===== config.mk =====
export PLATFORM = sky130hd
export DESIGN_NAME = fch_top
export DESIGN_NICKNAME = d
export VERILOG_FILES = /design/src/hdl/fch_hyst_cmp.v /design/src/hdl/fch_top.v
export VERILOG_INCLUDE_DIRS = /design/src /design/src/inc
export SDC_FILE = /design/constraint.sdc
export NUM_CORES = 1
export LEC_CHECK = 0
export BUFFER_PORTS_ARGS = -buffer_cell sky130_fd_sc_hd__buf_2
export CORE_ASPECT_RATIO = 0.6
export CORE_MARGIN = 8
export CORE_UTILIZATION = 54
export CTS_BUF_LIST = sky130_fd_sc_hd__clkbuf_16
export DETAILED_ROUTE_END_ITERATION = 6
export PLACE_DENSITY = 0.8
export SYNTH_ARGS = -nofsm -noshare
export SYNTH_HDL_FRONTEND = slang
export SYNTH_SLANG_ARGS = --single-unit
export TNS_END_PERCENT = 5

===== constraint.sdc =====
create_clock -name core_clk_i -period 2.6 [get_ports core_clk_i]
set_input_delay 0.26 -clock core_clk_i [delete_from_list [all_inputs] [get_ports core_clk_i]]
set_output_delay 0.26 -clock core_clk_i [all_outputs]
set_load 0.03 [all_outputs]

===== src/inc/fch_defines.vh =====
// Register offsets, field positions and reset values of the fan override block.
// Assumes inclusion by bare name from design files; definitions only.
`ifndef FCH_DEFINES_VH
`define FCH_DEFINES_VH

// Register offsets (byte addresses on the register port)
`define FCH_ADDR_ACOUSTIC   8'h62
`define FCH_ADDR_R1_CRIT    8'h6a
`define FCH_ADDR_LOC_CRIT   8'h6b
`define FCH_ADDR_R2_CRIT    8'h6c
`define FCH_ADDR_R1L_HYST   8'h6d
`define FCH_ADDR_R2_HYST    8'h6e
`define FCH_ADDR_STATUS     8'h70
`define FCH_ADDR_TMIN_R1    8'h71
`define FCH_ADDR_TMIN_LOC   8'h72
`define FCH_ADDR_TMIN_R2    8'h73
`define FCH_ADDR_MIN_ONE    8'h74
`define FCH_ADDR_MIN_TWO    8'h75
`define FCH_ADDR_MIN_THREE  8'h76

// Reset values
`define FCH_RST_CRIT        8'ha4
`define FCH_RST_HYST_R1L    8'h44
`define FCH_RST_HYST_R2     8'h40
`define FCH_RST_ACOUSTIC    8'h00
`define FCH_RST_TMIN        8'h9a
`define FCH_RST_MIN_DUTY    8'h80

// Field positions
`define FCH_HYST_HI_MSB     7
`define FCH_HYST_HI_LSB     4
`define FCH_HYST_LO_MSB     3
`define FCH_HYST_LO_LSB     0
`define FCH_KEEP_ONE_BIT    5
`define FCH_KEEP_TWO_BIT    6
`define FCH_KEEP_THREE_BIT  7

// Duty codes
`define FCH_DUTY_FULL       8'hff
`define FCH_DUTY_OFF        8'h00

`endif


===== src/hdl/fch_hyst_cmp.v =====
// One temperature channel: hysteretic threshold comparator.
// Assumes temperature, limit and margin share one unsigned code scale.
`timescale 1ns/1ps
`default_nettype none

module fch_hyst_cmp #(
    parameter W = 8
) (
    input  wire         core_clk_i,
    input  wire         rst_i,
    input  wire [W-1:0] temp_i,
    input  wire [W-1:0] limit_i,
    input  wire [3:0]   margin_i,
    output wire         active_o
);
    reg          active_ff;
    reg          nxt_active;
    wire [W:0]   release_lvl;

    // Release point; a margin above the limit borrows into bit W, which holds the state
    assign release_lvl = {1'b0, limit_i} - {{(W-3){1'b0}}, margin_i};

    // Set above limit, clear below limit minus margin; zero margin gives none
    always @* begin
        nxt_active = active_ff;
        if (temp_i > limit_i) begin
            nxt_active = 1'b1;
        end else if (release_lvl[W] || ({1'b0, temp_i} < release_lvl)) begin
            nxt_active = release_lvl[W] ? active_ff : 1'b0;
        end
        if (margin_i == 4'h0 && temp_i <= limit_i) begin
            nxt_active = 1'b0;
        end
    end

    always @(posedge core_clk_i) begin
        if (rst_i) begin
            active_ff <= 1'b0;
        end else begin
            active_ff <= nxt_active;
        end
    end

    assign active_o = active_ff;
endmodule // fch_hyst_cmp

`default_nettype wire


===== src/hdl/fch_top.v =====
// Critical-limit override and fan on/off hysteresis for three fan outputs.
// Assumes temperatures and automatic-loop duties arrive synchronous to core_clk_i.
//
// Function
// - Any channel above its critical limit forces every fan output to full duty.
// - The override holds until that channel drops below its limit minus its margin.
// - Margins are 4-bit fields: remote one 7:4 and local 3:0 of 0x6d, remote two 7:4 of 0x6e, 4 by default.
// - Each margin field takes 0 to 15 degrees in one-degree steps.
// - A margin of zero removes hysteresis, so fans may toggle; software should avoid it.
// - The critical override ignores every automatic control setting.
// - Three 8-bit critical limits sit at 0x6a..0x6c and reset to the 100-degree code.
// - A running fan stays on below turn-on until below turn-on minus the margin.
// - One margin per channel serves both fan on/off and override release.
// - Bits 7..5 of 0x62 pick outputs three..one; clear means zero duty below the off point.
// - A set bit keeps that output at its own minimum duty below the off point.
// - For a keep-on output the margin only sets where it drops from loop duty to its minimum duty as temperature falls.
// - The turn-on temperature is where a channel's fan starts under automatic control.
`timescale 1ns/1ps
`default_nettype none
`include "fch_defines.vh"

module fch_top #(
    parameter TW = 8
) (
    input  wire          core_clk_i,
    input  wire          rst_i,
    input  wire [7:0]    reg_addr_i,
    input  wire [7:0]    reg_wdata_i,
    input  wire          reg_wr_i,
    input  wire          reg_rd_i,
    output reg  [7:0]    reg_rdata_o,
    input  wire [TW-1:0] temp_r1_i,
    input  wire [TW-1:0] temp_loc_i,
    input  wire [TW-1:0] temp_r2_i,
    input  wire [7:0]    auto_duty_one_i,
    input  wire [7:0]    auto_duty_two_i,
    input  wire [7:0]    auto_duty_three_i,
    output reg  [7:0]    fan_drive_one_o,
    output reg  [7:0]    fan_drive_two_o,
    output reg  [7:0]    fan_drive_three_o,
    output reg           critical_temp_pin_o
);
    // Timing, temperature to fan:
    //   edge N    comparator state takes the new temperature
    //   edge N+1  fan drives and the override pin take the new state
    // Register writes land at the write edge, so a new limit or margin
    // reaches the comparators on the following edge.

    // Register map on the byte-wide register port:
    //   0x62 keep-on select, bits 7..5 for outputs three..one
    //   0x6a..0x6c critical limits, remote one, local, remote two
    //   0x6d margins, remote one high nibble, local low nibble
    //   0x6e margin, remote two high nibble; low nibble reads zero
    //   0x70 status, read-only: run states 5..3, override states 2..0
    //   0x71..0x73 turn-on temperatures per channel
    //   0x74..0x76 minimum duty per output
    // Unmapped offsets ignore writes and read as zero.

    // Software-visible registers
    reg  [7:0] acoustic_enhance_one_ff;
    reg  [7:0] remote_one_crit_limit_ff;
    reg  [7:0] local_crit_limit_ff;
    reg  [7:0] remote_two_crit_limit_ff;
    reg  [7:0] remote_one_local_hyst_ff;
    reg  [7:0] remote_two_hyst_ff;
    reg  [7:0] tmin_r1_ff;
    reg  [7:0] tmin_loc_ff;
    reg  [7:0] tmin_r2_ff;
    reg  [7:0] min_duty_one_ff;
    reg  [7:0] min_duty_two_ff;
    reg  [7:0] min_duty_three_ff;

    wire [3:0] fan_off_margin_r1;
    wire [3:0] fan_off_margin_loc;
    wire [3:0] fan_off_margin_r2;
    wire       keep_on_out_one;
    wire       keep_on_out_two;
    wire       keep_on_out_three;
    wire [2:0] crit_act;
    wire [2:0] run_act;
    wire       override;
    reg  [7:0] nxt_fan_drive_one;
    reg  [7:0] nxt_fan_drive_two;
    reg  [7:0] nxt_fan_drive_three;

    // Per-channel margin fields, shared by on/off and override release.
    // One field per channel: a single write moves both release points.
    assign fan_off_margin_r1  = remote_one_local_hyst_ff[`FCH_HYST_HI_MSB:`FCH_HYST_HI_LSB];
    assign fan_off_margin_loc = remote_one_local_hyst_ff[`FCH_HYST_LO_MSB:`FCH_HYST_LO_LSB];
    assign fan_off_margin_r2  = remote_two_hyst_ff[`FCH_HYST_HI_MSB:`FCH_HYST_HI_LSB];

    // Keep-on bits; a set bit holds the output at its minimum duty while its channel's run state is off
    assign keep_on_out_one   = acoustic_enhance_one_ff[`FCH_KEEP_ONE_BIT];
    assign keep_on_out_two   = acoustic_enhance_one_ff[`FCH_KEEP_TWO_BIT];
    assign keep_on_out_three = acoustic_enhance_one_ff[`FCH_KEEP_THREE_BIT];

    // Register writes; all fields writable, 0 margin accepted as programmed.
    // Remote two keeps its low nibble at zero, so it always reads back zero.
    always @(posedge core_clk_i) begin
        if (rst_i) begin
            acoustic_enhance_one_ff  <= `FCH_RST_ACOUSTIC;
            remote_one_crit_limit_ff <= `FCH_RST_CRIT;
            local_crit_limit_ff      <= `FCH_RST_CRIT;
            remote_two_crit_limit_ff <= `FCH_RST_CRIT;
            remote_one_local_hyst_ff <= `FCH_RST_HYST_R1L;
            remote_two_hyst_ff       <= `FCH_RST_HYST_R2;
            tmin_r1_ff               <= `FCH_RST_TMIN;
            tmin_loc_ff              <= `FCH_RST_TMIN;
            tmin_r2_ff               <= `FCH_RST_TMIN;
            min_duty_one_ff          <= `FCH_RST_MIN_DUTY;
            min_duty_two_ff          <= `FCH_RST_MIN_DUTY;
            min_duty_three_ff        <= `FCH_RST_MIN_DUTY;
        end else if (reg_wr_i) begin
            case (reg_addr_i)
                `FCH_ADDR_ACOUSTIC:  acoustic_enhance_one_ff  <= reg_wdata_i;
                `FCH_ADDR_R1_CRIT:   remote_one_crit_limit_ff <= reg_wdata_i;
                `FCH_ADDR_LOC_CRIT:  local_crit_limit_ff      <= reg_wdata_i;
                `FCH_ADDR_R2_CRIT:   remote_two_crit_limit_ff <= reg_wdata_i;
                `FCH_ADDR_R1L_HYST:  remote_one_local_hyst_ff <= reg_wdata_i;
                `FCH_ADDR_R2_HYST:   remote_two_hyst_ff       <= {reg_wdata_i[7:4], 4'h0};
                `FCH_ADDR_TMIN_R1:   tmin_r1_ff               <= reg_wdata_i;
                `FCH_ADDR_TMIN_LOC:  tmin_loc_ff              <= reg_wdata_i;
                `FCH_ADDR_TMIN_R2:   tmin_r2_ff               <= reg_wdata_i;
                `FCH_ADDR_MIN_ONE:   min_duty_one_ff          <= reg_wdata_i;
                `FCH_ADDR_MIN_TWO:   min_duty_two_ff          <= reg_wdata_i;
                `FCH_ADDR_MIN_THREE: min_duty_three_ff        <= reg_wdata_i;
                default: ;
            endcase
        end
    end

    // Critical override comparators, one per channel, direct code compare.
    // A limit below its own margin cannot release on cooling; software
    // should keep every limit more than one margin above zero.
    fch_hyst_cmp #(.W(TW)) u_crit_r1 (
        .core_clk_i (core_clk_i),
        .rst_i      (rst_i),
        .temp_i     (temp_r1_i),
        .limit_i    (remote_one_crit_limit_ff[TW-1:0]),
        .margin_i   (fan_off_margin_r1),
        .active_o   (crit_act[0])
    );
    fch_hyst_cmp #(.W(TW)) u_crit_loc (
        .core_clk_i (core_clk_i),
        .rst_i      (rst_i),
        .temp_i     (temp_loc_i),
        .limit_i    (local_crit_limit_ff[TW-1:0]),
        .margin_i   (fan_off_margin_loc),
        .active_o   (crit_act[1])
    );
    fch_hyst_cmp #(.W(TW)) u_crit_r2 (
        .core_clk_i (core_clk_i),
        .rst_i      (rst_i),
        .temp_i     (temp_r2_i),
        .limit_i    (remote_two_crit_limit_ff[TW-1:0]),
        .margin_i   (fan_off_margin_r2),
        .active_o   (crit_act[2])
    );

    // Fan run state per channel: on above turn-on, off below turn-on minus margin.
    // Same comparator as the override, so both bands behave alike at zero margin.
    fch_hyst_cmp #(.W(TW)) u_run_r1 (
        .core_clk_i (core_clk_i),
        .rst_i      (rst_i),
        .temp_i     (temp_r1_i),
        .limit_i    (tmin_r1_ff[TW-1:0]),
        .margin_i   (fan_off_margin_r1),
        .active_o   (run_act[0])
    );
    fch_hyst_cmp #(.W(TW)) u_run_loc (
        .core_clk_i (core_clk_i),
        .rst_i      (rst_i),
        .temp_i     (temp_loc_i),
        .limit_i    (tmin_loc_ff[TW-1:0]),
        .margin_i   (fan_off_margin_loc),
        .active_o   (run_act[1])
    );
    fch_hyst_cmp #(.W(TW)) u_run_r2 (
        .core_clk_i (core_clk_i),
        .rst_i      (rst_i),
        .temp_i     (temp_r2_i),
        .limit_i    (tmin_r2_ff[TW-1:0]),
        .margin_i   (fan_off_margin_r2),
        .active_o   (run_act[2])
    );

    // Any channel trips all fans; no config bit can mask it
    assign override = |crit_act;

    // Per-output duty select. Outputs one and two follow remote one and local,
    // output three follows remote two; a simple fixed channel map.
    // Priority is fixed: override, then run state, then keep bit. The override
    // sits first so no keep bit or loop duty can hold a fan below full duty.

    // Output one: remote one run state, keep bit 5
    always @* begin
        if (override) begin
            nxt_fan_drive_one = `FCH_DUTY_FULL;
        end else if (run_act[0]) begin
            nxt_fan_drive_one = auto_duty_one_i;
        end else if (keep_on_out_one) begin
            nxt_fan_drive_one = min_duty_one_ff;
        end else begin
            nxt_fan_drive_one = `FCH_DUTY_OFF;
        end
    end

    // Output two: local run state, keep bit 6
    always @* begin
        if (override) begin
            nxt_fan_drive_two = `FCH_DUTY_FULL;
        end else if (run_act[1]) begin
            nxt_fan_drive_two = auto_duty_two_i;
        end else if (keep_on_out_two) begin
            nxt_fan_drive_two = min_duty_two_ff;
        end else begin
            nxt_fan_drive_two = `FCH_DUTY_OFF;
        end
    end

    // Output three: remote two run state, keep bit 7
    always @* begin
        if (override) begin
            nxt_fan_drive_three = `FCH_DUTY_FULL;
        end else if (run_act[2]) begin
            nxt_fan_drive_three = auto_duty_three_i;
        end else if (keep_on_out_three) begin
            nxt_fan_drive_three = min_duty_three_ff;
        end else begin
            nxt_fan_drive_three = `FCH_DUTY_OFF;
        end
    end

    // Registered fan drives and override pin, so every output leaves a flop
    always @(posedge core_clk_i) begin
        if (rst_i) begin
            fan_drive_one_o     <= `FCH_DUTY_OFF;
            fan_drive_two_o     <= `FCH_DUTY_OFF;
            fan_drive_three_o   <= `FCH_DUTY_OFF;
            critical_temp_pin_o <= 1'b0;
        end else begin
            fan_drive_one_o     <= nxt_fan_drive_one;
            fan_drive_two_o     <= nxt_fan_drive_two;
            fan_drive_three_o   <= nxt_fan_drive_three;
            critical_temp_pin_o <= override;
        end
    end

    // Read port: data one cycle after the strobe, zero otherwise.
    // Zero between reads keeps stale values off a shared read bus.
    // Status shows live comparator states, bit 0 remote one up to bit 5.
    always @(posedge core_clk_i) begin
        if (rst_i) begin
            reg_rdata_o <= 8'h00;
        end else if (reg_rd_i) begin
            case (reg_addr_i)
                `FCH_ADDR_ACOUSTIC:  reg_rdata_o <= acoustic_enhance_one_ff;
                `FCH_ADDR_R1_CRIT:   reg_rdata_o <= remote_one_crit_limit_ff;
                `FCH_ADDR_LOC_CRIT:  reg_rdata_o <= local_crit_limit_ff;
                `FCH_ADDR_R2_CRIT:   reg_rdata_o <= remote_two_crit_limit_ff;
                `FCH_ADDR_R1L_HYST:  reg_rdata_o <= remote_one_local_hyst_ff;
                `FCH_ADDR_R2_HYST:   reg_rdata_o <= remote_two_hyst_ff;
                `FCH_ADDR_STATUS:    reg_rdata_o <= {2'b00, run_act, crit_act};
                `FCH_ADDR_TMIN_R1:   reg_rdata_o <= tmin_r1_ff;
                `FCH_ADDR_TMIN_LOC:  reg_rdata_o <= tmin_loc_ff;
                `FCH_ADDR_TMIN_R2:   reg_rdata_o <= tmin_r2_ff;
                `FCH_ADDR_MIN_ONE:   reg_rdata_o <= min_duty_one_ff;
                `FCH_ADDR_MIN_TWO:   reg_rdata_o <= min_duty_two_ff;
                `FCH_ADDR_MIN_THREE: reg_rdata_o <= min_duty_three_ff;
                default:             reg_rdata_o <= 8'h00;
            endcase
        end else begin
            reg_rdata_o <= 8'h00;
        end
    end
endmodule // fch_top

`default_nettype wire


==> summary.md <==
The run finished, with violations left. The checks that failed: negative setup slack. Along the worst path, the maximum fanout reaches 3.

The cell area that synthesis handed to floorplanning was 8924 um2. The path class of the tightest hold or removal check is input port to register. For the number of antenna violations at the first check in global routing, the log shows 1. The cell sitting at the root of the clock tree is a sky130_fd_sc_hd__clkbuf_16. The signal on the critical path passes through ha_4 > fa_2 > nor2b_4 > o21ai_4 > nor2b_4 > xnor2_2 > ha_1 > and3_4 > o221ai_2 > a21oi_1 > a311o_1 > a32o_1.

In the final layout, the multi-input gates occupy 6022 um2. The run gives 0 as the aggregate global routing overflow. The count of final max-slew check failures is 0. The leakage power of the design is 4.757 nW, and the fraction of synthesized cell area taken by the top area cell type is 29.39%. The worst-skew pair later-pin latency is 0.43 ns, and the clock network fraction of design power is 45.1%. Final net count: 1389.

After legalization and detailed placement, the total HPWL measured 21860 um. Combinational logic burns 13.8% of the power. The post-detailed-route count of antenna-violating nets is 0. The number of max-cap violations is 0, and the area of the core is 16220 um2.

The logs give 1274 for the number of filler instances in the final layout and 29.39% for the sequential fraction of the synthesis area. The clock arrives with 0.01175 ns of skew. The average size of a mapped cell was 8.434 um2; the switching power as a share of total power was 29.89%. Buffers inserted during clock tree synthesis total 17. For the last weighted congestion value of the routability-driven placer, the log shows 1.012.

In this run the tool buffered the top-level ports with 100 buffer cells. The maximum frequency from static timing analysis came out at 370.7 MHz. Entering global routing, the biggest net connects 33 pins.

STA classifies the critical path endpoint as a register. The tools report the post-synth net total as 1246. For the pin with the worst max-slew slack, the measured transition is 0.6193 ns. The cell count after synthesis came out at 1058. The final number of hold-violating endpoints was 0. The final route contains 8686 vias. Setup violations remaining at the end of the flow were counted as 4. The power dissipated by switching net loads was 1.518 mW.

The first global-routing pass estimated 44360 um of wire. The tools report the worst-case vdd ir drop as 0.4789 mV. Headroom to the max-slew limit came out at 58.66%. CTS saw 131 sinks. The fraction of the cycle the final worst path needs came out at 103.8%. By instance count, the cell type seen most on the critical path is sky130_fd_sc_hd__nor2b_4. The detailed router finished its first iteration with 994 violations. The number of vias per cell after detailed routing was 6.100.

The post-route netlist has 24.05% of its cells at a drive strength greater than 1. For this design the top-level I/O count stands at 101. For the routed wire length, the log shows 28870 um.

The distinct cell type count of the synthesized netlist came out at 62. Post-synthesis async set-or-reset flop share: 0%. The maximum cell stage delay along the critical path was 0.41 ns; the critical path arrival was 3.02 ns. The first detailed-routing pass took 6 iterations.

The buffer depth of the longest clock path came out at 2. The floorplan step defined a die boundary enclosing 21030 um2. In the synthesized netlist the dominant register cell turns out to be sky130_fd_sc_hd__dfxtp_1.

Flip-flop and latch count after synthesis: 131. Registers take 2639 um2. Total power for the finished layout comes to 5.078 mW. The tools report the worst setup slack before clock tree synthesis as -0.2528 ns.

The library cell occupying the most area in the post-synthesis netlist is sky130_fd_sc_hd__dfxtp_1. After detailed routing, the number of remaining DRC violations is 0. The floorplan has 36 rows.

The power per unit of standard cell area is 469.4 nW/um2, and the starting utilization of the core area is 55.03%. The routed wirelength normalized by instance count was 20.27 um. The clock slew at the register clock pins of the worst setup and hold paths is 0.07 ns.

The area growth from synthesis to final layout was 21.24%; the count of synthesis-stage warnings from yosys was 0. The horizontal die dimension came out at 182.0 um. The die extent in y is 115.6 um.

The path type of the worst setup path is register to register. The logs give 3.560 mW for the cell internal power dissipation and 8253 for the via count of the first global-routing pass. The final critical delay including setup and external delays came out at 2.698 ns. At the worst endpoint, the required time is 2.93 ns.

The number of buffers added to fix hold violations after cts is 0. The setup slack of the critical path after layout came out at -0.09775 ns. The launching element type of the critical path was a register.

The sequential share of power was 41.1%. The library cell contributing the largest single delay on the critical path is sky130_fd_sc_hd__fa_2. Counting flops with a built-in enable in the synthesized netlist gives 0.

The clock tree synthesis step divided the H-tree into 4 levels. TritonCTS built the clock tree. The total routing usage reported by global routing came out at 26.77%.

Setup repair after global routing could not meet its margin everywhere. In the post-synthesis netlist, the biggest area contributors are sky130_fd_sc_hd__dfxtp_1, sky130_fd_sc_hd__ha_1, sky130_fd_sc_hd__mux2i_1. The final hold slack was 0.05857 ns.
==> through the flow <==
step / utilization [%] / cell area [um2] / std cells / TNS (ns)
floorplan: - / 8929 / 1058 / -0.1639
global placement: 61.52 / 9976 / 1386 / -0.3764
detailed placement: 61.52 / 9976 / 1386 / -0.7667
CTS: 65.68 / 10650 / 1420 / -0.2159
global route: 66.71 / 10820 / 1423 / -0.9717
finish: 66.72 / 10820 / 1424 / -0.3054
==> worst max-delay path: cells and delay by family (launching register included) <==
kind	cells	cell delay, ns
simple gates	3	0.47
xor+xnor	1	0.13
flops	1	0.37
compound gates	5	0.77
fa+ha+maj	3	0.87
==> routing by layer <==
layer	global-route usage (%)	wire length, um	up-vias
met2	38.33	11500	490
met3	9.393	3754	66
met4	7.939	671	2
met1	37.13	12920	4046
met5	0	13	-
li1	-	-	4082
==> final cells by class <==
cell class	instances	area share, %
Clock inverter	15	1.237
Timing Repair Buffer	179	10.13
Antenna cell	1	0.02313
Tap cell	209	2.417
Multi-Input combinational cell	809	55.66
Inverter	63	2.209
Clock buffer	17	3.932
Sequential cell	131	24.39
==> flip-flops by register name (all words and copies together) (netlist names), 4 cells and up <==
name                      count
min_duty_two_ff               8
tmin_r2_ff                    8
acoustic_enhance_one_ff       8
tmin_r1_ff                    8
remote_one_crit_limit_ff      8
min_duty_three_ff             8
min_duty_one_ff               8
remote_two_hyst_ff            4
fan_drive_three_o             8
local_crit_limit_ff           8
tmin_loc_ff                   8
remote_one_local_hyst_ff      8
reg_rdata_o                   8
remote_two_crit_limit_ff      8
fan_drive_one_o               8
fan_drive_two_o               8
==> Yosys cell counts, types with 6 or more instances <==
cell type	instances
sky130_fd_sc_hd__dfxtp_1	131
sky130_fd_sc_hd__ha_1	114
sky130_fd_sc_hd__nand2_1	111
sky130_fd_sc_hd__nor2_1	105
sky130_fd_sc_hd__a21oi_1	85
sky130_fd_sc_hd__inv_1	62
sky130_fd_sc_hd__mux2i_1	57
sky130_fd_sc_hd__o21ai_0	53
sky130_fd_sc_hd__clkbuf_1	30
sky130_fd_sc_hd__nor2b_1	29
sky130_fd_sc_hd__o211ai_1	27
sky130_fd_sc_hd__nand3_1	21
sky130_fd_sc_hd__a22oi_1	18
sky130_fd_sc_hd__xnor2_1	18
sky130_fd_sc_hd__a21o_1	13
sky130_fd_sc_hd__nand4_1	13
sky130_fd_sc_hd__buf_2	12
sky130_fd_sc_hd__o21a_1	12
sky130_fd_sc_hd__xor2_1	12
sky130_fd_sc_hd__a31oi_1	9
sky130_fd_sc_hd__buf_4	9
sky130_fd_sc_hd__nor4_1	9
sky130_fd_sc_hd__a211o_1	6
sky130_fd_sc_hd__a221oi_1	6
sky130_fd_sc_hd__and3_1	6
sky130_fd_sc_hd__fa_1	6
sky130_fd_sc_hd__mux2_2	6
sky130_fd_sc_hd__nor3_1	6
==> cells in the final DEF, fill, tap and decap left out, types with 12 or more instances in the layout <==
| cell type | n |
|---|---|
| sky130_fd_sc_hd__mux2i_1 | 57 |
| sky130_fd_sc_hd__dfxtp_1 | 120 |
| sky130_fd_sc_hd__nand3_1 | 21 |
| sky130_fd_sc_hd__inv_1 | 58 |
| sky130_fd_sc_hd__buf_2 | 99 |
| sky130_fd_sc_hd__buf_4 | 80 |
| sky130_fd_sc_hd__o21a_1 | 12 |
| sky130_fd_sc_hd__ha_1 | 105 |
| sky130_fd_sc_hd__nor2_1 | 105 |
| sky130_fd_sc_hd__xor2_1 | 12 |
| sky130_fd_sc_hd__xnor2_1 | 15 |
| sky130_fd_sc_hd__a22oi_1 | 18 |
| sky130_fd_sc_hd__a21o_1 | 13 |
| sky130_fd_sc_hd__a21oi_1 | 83 |
| sky130_fd_sc_hd__nand2_1 | 111 |
| sky130_fd_sc_hd__o211ai_1 | 27 |
| sky130_fd_sc_hd__clkbuf_16 | 17 |
| sky130_fd_sc_hd__nor2b_1 | 23 |
| sky130_fd_sc_hd__o21ai_0 | 41 |
| sky130_fd_sc_hd__nand4_1 | 13 |
==> power by group through the flow <==
stage               clock network [mW]  registers, mW  logic (mW)
floorplan                            0           2.20       0.350
CTS                               2.29           2.09       0.681
finish                            2.29           2.09       0.700
global placement                     0           2.13       0.658
global route                      2.39           2.09       0.756
detailed placement                   0           2.13       0.670
==> logic make-up (layout without fill, tap and decap cells) <==
logic type | count (synthesis) | count (layout) | share of synthesized area (%)
buffers and inverters | 118 | 274 | 5.763
AO/OA/AOI/OAI | 268 | 268 | 19.60
AND/OR/NAND/NOR | 324 | 324 | 16.81
XOR/XNOR | 30 | 30 | 2.944
other | 0 | 1 | 0
flip-flops | 131 | 131 | 29.39
multiplexers | 67 | 67 | 8.160
adder cells (fa/ha/maj) | 120 | 120 | 17.33
==> worst paths after layout <==
| check | startpoint | end | slack, ns | cells after the start |
|---|---|---|---|---|
| min | auto_duty_two_i[3] | fan_drive_two_o[3] | 0.06 | 3 |
| max | remote_one_local_hyst_ff[0] | u_run_loc.active_o | -0.1 | 12 |
| max reg2reg | remote_one_local_hyst_ff[0] | u_run_loc.active_o | -0.1 | 12 |
| min reg2reg | acoustic_enhance_one_ff[2] | acoustic_enhance_one_ff[2] | 0.46 | 2 |
==> repair_timing <==
action,in CTS,in global routing
buffers inserted,2,3
pin swaps,13,26
resized for setup,36,35
setup endpoints to repair,6,6
Power figures use the tool's default switching activity.
